`config.mk`:
```
export PLATFORM = sky130hd
export DESIGN_NAME = ptt_timer
export DESIGN_NICKNAME = d
export VERILOG_FILES = /design/src/logic/ptt_pkg.sv /design/src/logic/ptt_sync2.sv /design/src/logic/ptt_lock.sv /design/src/logic/ptt_timer.sv
export SDC_FILE = /design/constraint.sdc
export NUM_CORES = 1
export LEC_CHECK = 0
export ABC_AREA = 0
export BUFFER_PORTS_ARGS = -buffer_cell sky130_fd_sc_hd__clkbuf_2
export CAP_MARGIN = 0
export CORE_ASPECT_RATIO = 0.75
export CORE_MARGIN = 2
export CORE_UTILIZATION = 35
export CTS_CLUSTER_DIAMETER = 150
export DETAILED_ROUTE_END_ITERATION = 6
export PLACE_DENSITY_LB_ADDON = 0.2
export SYNTH_ARGS = -nofsm -noshare
export SYNTH_HDL_FRONTEND = slang
export SYNTH_SLANG_ARGS = --single-unit
```
`constraint.sdc`:
```
create_clock -name clk -period 1.94 [get_ports clk]
set_input_delay 0.194 -clock clk [delete_from_list [all_inputs] [get_ports clk]]
set_output_delay 0.194 -clock clk [all_outputs]
set_load 0.01 [all_outputs]
```
`src/logic/ptt_pkg.sv`:
```
// ptt_pkg: constants and types shared by the periodic tick timer files.
// Assumes an 8-bit register port with 16-bit addresses on one clock.
package ptt_pkg;

    ////////////////////////////////////////////////////////////////////////
    // register port geometry and offsets
    localparam int          ADDR_W     = 16;
    localparam int          DATA_W     = 8;
    localparam logic [15:0] CTRL_OFFSET = 16'h003C;
    localparam logic [15:0] MOD_OFFSET  = 16'h003D;

    ////////////////////////////////////////////////////////////////////////
    // control register field positions
    localparam int FLAG_BIT = 7;
    localparam int FRZ_BIT  = 6;
    localparam int MASK_BIT = 5;
    localparam int SWAI_BIT = 4;
    localparam int RSTP_BIT = 3;
    localparam int IE_BIT   = 2;
    localparam int RATE_HI  = 1;
    localparam int RATE_LO  = 0;

    ////////////////////////////////////////////////////////////////////////
    // values after reset
    localparam logic [1:0] RATE_RESET = 2'h0;
    localparam logic [7:0] MOD_RESET  = 8'h00;
    localparam logic [7:0] DATA_ZERO  = 8'h00;

    ////////////////////////////////////////////////////////////////////////
    // prescaler rate codes and their reload values (ratio minus one)
    localparam logic [1:0] RATE_OFF    = 2'h0;
    localparam logic [1:0] RATE_DIV1   = 2'h1;
    localparam logic [1:0] RATE_DIV16  = 2'h2;
    localparam logic [1:0] RATE_DIV256 = 2'h3;
    localparam logic [7:0] PRE_LOAD_DIV1   = 8'h00;
    localparam logic [7:0] PRE_LOAD_DIV16  = 8'h0F;
    localparam logic [7:0] PRE_LOAD_DIV256 = 8'hFF;

    ////////////////////////////////////////////////////////////////////////
    // synchronisation and write-lock cycle counts
    localparam logic [1:0] LOCK_REF_LAST = 2'h2; // three reference ticks
    localparam logic [1:0] LOCK_BUS_LAST = 2'h1; // then two bus clocks

    ////////////////////////////////////////////////////////////////////////
    // state types
    typedef enum logic [1:0] {LOCK_IDLE, LOCK_REF, LOCK_BUS} ptt_lock_state_type;
    typedef enum logic {CNT_OFF, CNT_RUN} ptt_cnt_state_type;

endpackage : ptt_pkg

```
`src/logic/ptt_sync2.sv`:
```
// ptt_sync2: two flip-flop synchroniser for one level.
// Assumes the input changes slower than the clock it is brought into.
`timescale 1ns/1ns
module ptt_sync2 (
    // clock and reset
    input  wire logic clk,
    input  wire logic srst,
    // level crossing in and out
    input  wire logic async_in,
    output logic      sync_out
);
    import ptt_pkg::*;

    logic meta;

    ////////////////////////////////////////////////////////////////////////
    // first stage feeds the second stage only
    always_ff @(posedge clk) begin
        if (srst) begin
            meta     <= 1'b0;
            sync_out <= 1'b0;
        end else begin
            meta     <= async_in;
            sync_out <= meta;
        end
    end

endmodule : ptt_sync2

```
`src/logic/ptt_lock.sv`:
```
// ptt_lock: write lock that spans three reference ticks plus two clocks.
// Assumes ref_tick is a one-cycle pulse per synchronised reference edge.
`timescale 1ns/1ns
module ptt_lock (
    // clock and reset
    input  wire logic clk,
    input  wire logic srst,
    // lock start and reference pacing
    input  wire logic start,
    input  wire logic ref_tick,
    // lock status
    output logic      busy
);
    import ptt_pkg::*;

    ptt_lock_state_type state;
    ptt_lock_state_type next_state;
    logic [1:0]         cnt;
    logic [1:0]         next_cnt;

    ////////////////////////////////////////////////////////////////////////
    // state register
    always_ff @(posedge clk) begin
        if (srst) begin
            state <= LOCK_IDLE;
            cnt   <= 2'h0;
        end else begin
            state <= next_state;
            cnt   <= next_cnt;
        end
    end

    // count reference ticks, then bus clocks
    always_comb begin
        next_state = state;
        next_cnt   = cnt;
        unique case (state)
            LOCK_IDLE: begin
                if (start) begin
                    next_state = LOCK_REF;
                    next_cnt   = 2'h0;
                end
            end
            LOCK_REF: begin
                if (ref_tick) begin
                    next_cnt = cnt + 2'h1;
                    if (cnt == LOCK_REF_LAST) begin
                        next_state = LOCK_BUS;
                        next_cnt   = 2'h0;
                    end
                end
            end
            LOCK_BUS: begin
                next_cnt = cnt + 2'h1;
                if (cnt == LOCK_BUS_LAST) begin
                    next_state = LOCK_IDLE;
                end
            end
        endcase
    end

    assign busy = (state != LOCK_IDLE);

endmodule : ptt_lock

```
`src/logic/ptt_timer.sv`:
```
// ptt_timer: periodic tick timer with control and modulus registers.
// Assumes a 10 MHz bus clock, a slower free reference clock on a pin,
// and mode inputs (special, wait, stop, debug) from logic on clk.
//
// Our own choice: the plain strobed port.
`timescale 1ns/1ns
module ptt_timer (
    // clock and reset
    input  wire logic                    clk,
    input  wire logic                    srst,
    // register port
    input  wire logic [ptt_pkg::ADDR_W-1:0] addr,
    input  wire logic [ptt_pkg::DATA_W-1:0] wdata,
    input  wire logic                    wr,
    input  wire logic                    rd,
    output logic [ptt_pkg::DATA_W-1:0]   rdata,
    // reference clock pin
    input  wire logic                    ref_clk_in,
    // chip modes
    input  wire logic                    special_mode,
    input  wire logic                    wait_mode,
    input  wire logic                    stop_mode,
    input  wire logic                    debug_active,
    // status outputs
    output logic                         irq,
    output logic                         counter_running
);
    import ptt_pkg::*;

    ////////////////////////////////////////////////////////////////////////
    // declarations

    // register bank state
    logic       timeout_flag;
    logic       debug_freeze_bit;
    logic       wait_stop_bit;
    logic       stop_run_bit;
    logic       interrupt_enable_bit;
    logic [1:0] prescaler_rate_select;
    logic [7:0] periodic_tick_modulus;
    logic       once_used;

    // next values of the register bank
    logic       next_timeout_flag;
    logic       next_once_used;

    // decode
    wire        hit_ctrl;
    wire        hit_mod;
    wire        wr_ctrl;
    wire        wr_mod;
    wire        write_mask_bit;
    wire        ctrl_upd;
    wire        frz_we;
    wire        once_we;
    wire        rate_we;
    wire        mod_we;
    wire        flag_clr;
    wire        flag_set;
    wire [7:0]  ctrl_view;
    logic [7:0] next_rdata;

    // write locks
    logic       rate_busy;
    logic       mod_busy;

    // reference pacing
    logic       ref_sync;
    logic       ref_prev;
    wire        ref_tick;

    // counter side
    ptt_cnt_state_type cstate;
    ptt_cnt_state_type next_cstate;
    logic [7:0] pre_cnt;
    logic [7:0] next_pre_cnt;
    logic [7:0] mod_cnt;
    logic [7:0] next_mod_cnt;
    logic [1:0] cur_rate;
    logic [1:0] next_cur_rate;
    logic       timeout_evt;
    logic       next_timeout_evt;
    logic [1:0] flag_pipe;
    wire        cfg_off;
    wire        hold;
    wire        reinit;

    ////////////////////////////////////////////////////////////////////////
    // prescaler reload for a rate code
    function automatic logic [7:0] pre_reload(input logic [1:0] rate);
        logic [7:0] val;
        val = PRE_LOAD_DIV1;
        unique case (rate)
            RATE_OFF:    val = PRE_LOAD_DIV1;
            RATE_DIV1:   val = PRE_LOAD_DIV1;
            RATE_DIV16:  val = PRE_LOAD_DIV16;
            RATE_DIV256: val = PRE_LOAD_DIV256;
        endcase
        return val;
    endfunction : pre_reload

    ////////////////////////////////////////////////////////////////////////
    // address decode and write qualification
    assign hit_ctrl       = (addr == CTRL_OFFSET);
    assign hit_mod        = (addr == MOD_OFFSET);
    assign wr_ctrl        = wr & hit_ctrl;
    assign wr_mod         = wr & hit_mod;
    assign write_mask_bit = wdata[MASK_BIT];

    // an unmasked control write touches flag and bits 4..0
    assign ctrl_upd = wr_ctrl & ~write_mask_bit;

    // freeze bit: free in special modes, set-only otherwise
    assign frz_we = wr_ctrl & (special_mode | wdata[FRZ_BIT]);

    // write-once bits; a masked write leaves the allowance intact
    assign once_we = ctrl_upd & (special_mode | ~once_used);

    // rate field and modulus ignore writes while synchronising
    assign rate_we = ctrl_upd & ~rate_busy;
    assign mod_we  = wr_mod & ~mod_busy;

    // flag: write one clears, nothing written sets it
    assign flag_clr = ctrl_upd & wdata[FLAG_BIT];
    assign flag_set = flag_pipe[1];

    ////////////////////////////////////////////////////////////////////////
    // control register fields
    always_ff @(posedge clk) begin
        if (srst) begin
            debug_freeze_bit      <= 1'b0;
            wait_stop_bit         <= 1'b0;
            stop_run_bit          <= 1'b0;
            interrupt_enable_bit  <= 1'b0;
            prescaler_rate_select <= RATE_RESET;
            periodic_tick_modulus <= MOD_RESET;
        end else begin
            if (frz_we) begin
                debug_freeze_bit <= wdata[FRZ_BIT];
            end
            if (once_we) begin
                wait_stop_bit <= wdata[SWAI_BIT];
                stop_run_bit  <= wdata[RSTP_BIT];
            end
            if (ctrl_upd) begin
                interrupt_enable_bit <= wdata[IE_BIT];
            end
            if (rate_we) begin
                prescaler_rate_select <= wdata[RATE_HI:RATE_LO];
            end
            if (mod_we) begin
                periodic_tick_modulus <= wdata;
            end
        end
    end

    // flag and write-once bookkeeping; a set beats a clear
    always_comb begin
        next_timeout_flag = flag_set | (timeout_flag & ~flag_clr);
        next_once_used    = once_used | (ctrl_upd & ~special_mode);
    end

    always_ff @(posedge clk) begin
        if (srst) begin
            timeout_flag <= 1'b0;
            once_used    <= 1'b0;
        end else begin
            timeout_flag <= next_timeout_flag;
            once_used    <= next_once_used;
        end
    end

    ////////////////////////////////////////////////////////////////////////
    // read path; mask bit always reads as zero
    assign ctrl_view = {timeout_flag, debug_freeze_bit, 1'b0,
                        wait_stop_bit, stop_run_bit, interrupt_enable_bit,
                        prescaler_rate_select};

    // data valid only in the cycle after the read strobe
    always_comb begin
        next_rdata = DATA_ZERO;
        if (rd & hit_ctrl) begin
            next_rdata = ctrl_view;
        end else if (rd & hit_mod) begin
            next_rdata = periodic_tick_modulus;
        end
    end

    always_ff @(posedge clk) begin
        if (srst) begin
            rdata <= DATA_ZERO;
        end else begin
            rdata <= next_rdata;
        end
    end

    ////////////////////////////////////////////////////////////////////////
    // reference clock brought in and turned into a tick per rising edge
    ptt_sync2 u_ref_sync (
        .clk      (clk),
        .srst     (srst),
        .async_in (ref_clk_in),
        .sync_out (ref_sync)
    );

    always_ff @(posedge clk) begin
        if (srst) begin
            ref_prev <= 1'b0;
        end else begin
            ref_prev <= ref_sync;
        end
    end

    assign ref_tick = ref_sync & ~ref_prev;

    ////////////////////////////////////////////////////////////////////////
    // write locks, one for the rate field and one for the modulus
    ptt_lock u_rate_lock (
        .clk      (clk),
        .srst     (srst),
        .start    (rate_we),
        .ref_tick (ref_tick),
        .busy     (rate_busy)
    );

    ptt_lock u_mod_lock (
        .clk      (clk),
        .srst     (srst),
        .start    (mod_we),
        .ref_tick (ref_tick),
        .busy     (mod_busy)
    );

    ////////////////////////////////////////////////////////////////////////
    // counter conditions
    // rate 01 with modulus zero is treated as off as well
    assign cfg_off = (prescaler_rate_select == RATE_OFF) |
                     ((prescaler_rate_select == RATE_DIV1) &
                      (periodic_tick_modulus == MOD_RESET));
    assign hold    = (debug_active & debug_freeze_bit) |
                     (stop_mode & ~stop_run_bit);
    assign reinit  = wait_mode & wait_stop_bit;

    // prescaler then modulus down counter, advanced once per ref tick
    always_comb begin
        next_cstate      = cstate;
        next_pre_cnt     = pre_cnt;
        next_mod_cnt     = mod_cnt;
        next_cur_rate    = cur_rate;
        next_timeout_evt = 1'b0;
        if (cfg_off | reinit) begin
            next_cstate = CNT_OFF;
        end else if (ref_tick & ~hold) begin
            unique case (cstate)
                CNT_OFF: begin
                    // leaving off loads a whole fresh period
                    next_cstate   = CNT_RUN;
                    next_cur_rate = prescaler_rate_select;
                    next_pre_cnt  = pre_reload(prescaler_rate_select);
                    next_mod_cnt  = periodic_tick_modulus;
                end
                CNT_RUN: begin
                    if (pre_cnt != 8'h00) begin
                        next_pre_cnt = pre_cnt - 8'h01;
                    end else if (mod_cnt != 8'h00) begin
                        next_mod_cnt = mod_cnt - 8'h01;
                        next_pre_cnt = pre_reload(cur_rate);
                    end else begin
                        // period end: pick up whatever is current now
                        next_timeout_evt = 1'b1;
                        next_cur_rate    = prescaler_rate_select;
                        next_pre_cnt     = pre_reload(prescaler_rate_select);
                        next_mod_cnt     = periodic_tick_modulus;
                    end
                end
            endcase
        end
    end

    always_ff @(posedge clk) begin
        if (srst) begin
            cstate      <= CNT_OFF;
            pre_cnt     <= 8'h00;
            mod_cnt     <= 8'h00;
            cur_rate    <= RATE_RESET;
            timeout_evt <= 1'b0;
        end else begin
            cstate      <= next_cstate;
            pre_cnt     <= next_pre_cnt;
            mod_cnt     <= next_mod_cnt;
            cur_rate    <= next_cur_rate;
            timeout_evt <= next_timeout_evt;
        end
    end

    ////////////////////////////////////////////////////////////////////////
    // timeout handed back to the register side over two stages
    // keeps the same latency as a true cross-domain return path
    always_ff @(posedge clk) begin
        if (srst) begin
            flag_pipe <= 2'h0;
        end else begin
            flag_pipe <= {flag_pipe[0], timeout_evt};
        end
    end

    ////////////////////////////////////////////////////////////////////////
    // outputs
    assign irq             = timeout_flag & interrupt_enable_bit;
    assign counter_running = (cstate == CNT_RUN);

endmodule : ptt_timer

```
## Yosys cells after proc, flatten, opt, wreduce, memory -nomap -nowiden

Cells that the tools add are included.

- Logic and storage cells: 145
- Register bits: 57
- Bits of input ports: 33

- Multiplexer cells: 32
- $add $sub $neg: 4
- Bitwise logic cells: 39
- Reductions and logical operators: 21
- Eq/ne operators: 26

Operators with widths:

| operator | count |
|---|---|
| 2-to-1 mux 8 bit | 6 |
| case mux 8 bit (3 select lines) | 2 |
| equality test 16 x 6 -> 1 bit (second input constant) | 2 |
| 2-to-1 mux 2 bit | 16 |
| case mux 8 bit (2 select lines) | 2 |
| case mux 2 bit (3 select lines) | 4 |
| AND 1 bit | 19 |
| equality test 2 bit (second input constant) | 8 |
| nonzero test 8 bit | 2 |
| subtractor 8 x 1 -> 8 bit (second input constant) | 2 |
| inverter 1 bit | 13 |
| equality test 2 x 1 -> 1 bit (second input constant) | 6 |
| inequality test 2 bit (second input constant) | 6 |
| AND reduction 4 bit | 3 |
| logical NOT 2 bit | 4 |
| logical NOT 8 bit | 1 |
| inequality test 2 x 1 -> 1 bit (second input constant) | 4 |
| bitwise OR 1 bit | 7 |
| AND reduction 2 bit | 3 |
| OR reduction 2 bit | 3 |
| OR reduction 5 bit | 1 |
| adder 2 x 1 -> 2 bit (second input constant) | 2 |
| case mux 2 bit (2 select lines) | 1 |
| nonzero test 2 bit | 2 |
| 3 further kinds | 3 |

## Logic depth before layout (Yosys ltp)

- Depth in word-level cells: 7
- Mapped depth: 8
- Gate-level depth less buffers: 7

## By module

From an unflattened synthesis, not the netlist that was laid out.

- Cell total of the unflattened synthesis: 334
- Area total of the unflattened synthesis: 3016.6 sq um

By module, submodules not included:

| module | instances | area an instance (sq um) | cells each |
|---|---|---|---|
| ptt_timer | 1 | 2283.4 | 260 |
| ptt_lock | 2 | 340.3 | 35 |
| ptt_sync2 | 1 | 52.6 | 4 |

## Worst setup path after synthesis

No wires, ideal clock.

- Path kind: register to register
- From: register pre_cnt[0]
- To: register mod_cnt[0]
- Arrival time: 1629 ps
- Cell stages (with the launch flop): 8
- Slack: 236 ps
- Library setup time: 74 ps
- Period minus slack after synthesis: 1704 ps
- Cells stage by stage: dfxtp_1 inv_1 ha_1 nor3b_2 a21o_4 nand3_4 or3b_1 a31oi_1

- Cells in the longest elaborated chain, start to end: 3

RTL lines:

| item | RTL line | text |
|---|---|---|
| start, declared | ptt_timer.sv:75 | `logic [7:0] pre_cnt;` |
| start signal, assigned | ptt_timer.sv:289 | `pre_cnt <= next_pre_cnt;` |
| nonzero test 8 bit | ptt_timer.sv:263 | `if (pre_cnt != 8'h00) begin` |
| inequality test 2 bit (no line) | n/a |  |
| AND reduction 3 bit (no line) | n/a |  |
| end signal, assigned | ptt_timer.sv:290 | `mod_cnt <= next_mod_cnt;` |
| end, declared | ptt_timer.sv:77 | `logic [7:0] mod_cnt;` |

Every way passes these cells.
A chain may end at the register's enable or synchronous reset.

## Worst setup path in the final report

- From: register pre_cnt[0]
- To: register pre_cnt[2]

- Cells in the longest elaborated chain, start to end: 3
- Elaborated cells between the ends (all ways): 4
- Those cells by class: add/sub: 1; mux: 2; reduce/logical: 1

RTL lines:

| item | RTL line | text |
|---|---|---|
| subtractor 8 x 1 -> 8 bit or nonzero test 8 bit (tied branches) | ptt_timer.sv:264, ptt_timer.sv:263 |  |
| 2-to-1 mux 8 bit * | ptt_timer.sv:263 |  |
| case mux 8 bit (2 select lines) * | ptt_timer.sv:254 | `unique case (cstate)` |

Every way passes the cells marked *; elsewhere a longest branch is shown, timed or not.

==> impl_metrics.yaml <==
clock_network:
  root_buffer: "clkbuf_16"
  cts_max_path_buffers: 2
  cts_tree: "built"
  postCtsHoldBufs: 0
  clk_pin_slew_ns: 0.05
  cts_htree_levels: 3
  clkLatencyLatePin_ns: 0.33
  cts.sinks: 57
  cts_buffers: 9
worst_setup_path:
  cp.arrival_ns: 2.07
  start_kind: "register"
  cp-end-kind: "register"
  r2r_end: "pre_cnt[2]"
  crit_path_max_fanout: 5
  worstSetupPathType: "reg2reg"
  cp.required_ns: 2.16
  rr_worst_depth: 7
  reg2reg_slack_ns: 0.09
  timing.rr.start: "pre_cnt[0]"
pwr:
  power_density_nw_per_um2: 776
  vdd_drop_max_mv: 0.666
  p_leak_nw: 1.48
place:
  gp_congestion: 0.821
  hpwl_mm: 5.36
  pre_cts_slack_ns: -0.00774
  io_buffers: 42
layout:
  nNetsFinal: 454
  area_growth_pct: 28.2
  drive_gt1_share_pct: 27.1
  regArea_sq_um: 1140
  nFillCells: 820
  antenna_cells: 0
  final_core_util_pct: 46.5
  multiInputGateArea_sq_um: 1850
drt:
  wl_per_cell_um: 13.9
  via_per_inst: 5.08
  num_vias: 2629
  routed_wl_mm: 7.22
  postRouteAntennaNets: 0
  dr.pass1.iters: 4
  drc: 0
  drt-initial-drc-count: 132
outcome:
  outcome: "finished clean"
global_route:
  grt_pass1_vias: 2479
  grt-ovfl-total: 0
  grt_antenna_before_repair: 0
  grt_usage_pct: 15.9
  grt_max_degree: 49
  grt_pass1_wl_mm: 12.2
synth:
  synthArstFlopShare_pct: 0
  ys.flop_type: "dfxtp_1"
  synthCells: 338
  synth-seq-cells: 57
  syn_avg_cell_area_sq_um: 9.12
  synthTopCellsByArea: "dfxtp_1 (37%), mux2i_1 (7.5%), ha_1 (6.5%)"
  synth.distinct_cells: 57
  syn_nets: 387
  yosysTopAreaCell: "dfxtp_1"
  synthesis.area_sq_um: 3080
  synth_enable_flop_cells: 0
  ys_seq_area_share_pct: 37.0
  synth_top_cell_area_share_pct: 37.0
  yosys_warnings: 0
floorplan:
  die_area_sq_um: 9580
  io_pins: 43
  die_h_um: 85.3
  die_x_um: 112
  start_util_pct: 36.3
  row_count: 29
  fp.coreArea_sq_um: 8490
sta:
  rsz0062_at_grt: "yes"
  final-setup-viol-count: 0
  max_clock_freq_mhz: 542
  max_slew.worst_pin.slew_ns: 0.463
  whs_ns: 0.0819
  drv_slew: 0
  relSlewSlack_pct: 68.9
  fin_ws_ns: 0.0933
  setup_tns_ns: 0
  period_minus_slack_ns: 1.85
  skew_ns: 0.00964
  finalHoldViolCount: 0
  min_period_over_period_pct: 95.2
worst_hold_path:
  min_from: "ref_clk_in"
  holdPathStages: 2
  hp-class: "in2reg"
  min_to: "u_ref_sync.meta"
flow_run:
  drv_cap: 0
## cell usage after synthesis, drive strengths merged (5+ instances only)
library cell and instances:
a211oi 5, a21o 6, a21oi 27, clkbuf 8, dfxtp 57, ha 16, inv 24, mux2i 23
nand2 16, nand2b 10, nand3 5, nor2 42, nor2b 5, nor3 13, nor4 8, o21ai 9
o32ai 5
## worst max-delay path by stage
stage	end	cells past startpoint	slack [ns]	startpoint
after global routing	pre_cnt[2]	5	-0.06	mod_cnt[2]
after detailed placement	pre_cnt[2]	7	-0.008	pre_cnt[0]
after floorplan	mod_cnt[0]	7	0.24	pre_cnt[0]
after CTS	pre_cnt[2]	7	0.04	pre_cnt[0]
after global placement	mod_cnt[1]	8	0.06	mod_cnt[0]
final	pre_cnt[2]	7	0.09	pre_cnt[0]
## layout make-up
type	instances	area share (%)
clock inverter	7	2.57
timing repair buffer	67	10.4
inverter	24	2.28
sequential	57	28.9
tap	108	3.42
clock buffer	9	5.70
multi-input combinational	246	46.8
## timing repair
item	in CTS	in global routing
gates resized for setup	1	8
endpoints found under the setup margin	1	10
setup buffers	0	3
gates cloned	0	0
pin swaps	0	5
## through the flow
step / cell area (sq um) / power [mW] / std cells
after floorplan: 3080 / 1.30 / 338
after global placement: 3560 / 1.38 / 499
after detailed placement: 3560 / 1.38 / 499
after CTS: 3890 / 3.11 / 515
after global routing: 3950 / 3.18 / 518
final: 3950 / 3.06 / 518
## critical path, stage by stage (launching register included)
cell and delay [ns]:
dfxtp_1 0.31, inv_2 0.10, ha_4 0.15, nor3b_4 0.31, a41oi_2 0.19, o22ai_2 0.34, a211oi_2 0.09, nor4_2 0.26
## report_power, final
part	internal, mW	leakage [nW]	switching (mW)	total, mW
Sequential	1.18	0.459	0.00366	1.18
Clock	1.13	0.153	0.575	1.71
Combinational	0.0754	0.867	0.0982	0.174
Total	2.39	1.48	0.677	3.06
## metal layers
layer | share of wire, % | global-route usage (%) | vias to the layer above
li1 | - | - | 1356
met5 | 0 | 0 | -
met3 | 4.3 | 5.00 | 7
met1 | 54 | 23.2 | 1215
met4 | 1.1 | 6.21 | 0
met2 | 41 | 21.7 | 51
## cells in the final DEF, fill, tap and decap left out, drive strengths merged, types with 6 or more instances in the layout
| master | instances |
|---|---|
| dfxtp | 57 |
| clkbuf | 51 |
| nor2 | 42 |
| a21oi | 27 |
| inv | 26 |
| buf | 25 |
| mux2i | 23 |
| nand2 | 16 |
| ha | 16 |
| nor3 | 13 |
| nand2b | 10 |
| o21ai | 9 |
| nor4 | 8 |
| a21o | 6 |
## cell families (layout without fill, tap and decap cells)
logic type      after synthesis  in the layout  synth area share, %
fa+ha+maj                    16             16                 6.50
mux                          25             25                 8.20
compound gates               77             77                 17.9
simple gates                128            128                 25.9
flops                        57             57                 37.0
buf+inv                      35            107                 4.38
## state kept, by name (all words and copies together) (netlist names), 2 cells and up
signal	count
cur_rate	2
flag_pipe	2
mod_cnt	8
periodic_tick_modulus	8
pre_cnt	8
prescaler_rate_select	2
rdata	8
u_mod_lock.cnt	2
u_mod_lock.state	2
u_rate_lock.cnt	2
u_rate_lock.state	2
No activity file was read; power rests on OpenSTA's default activity.
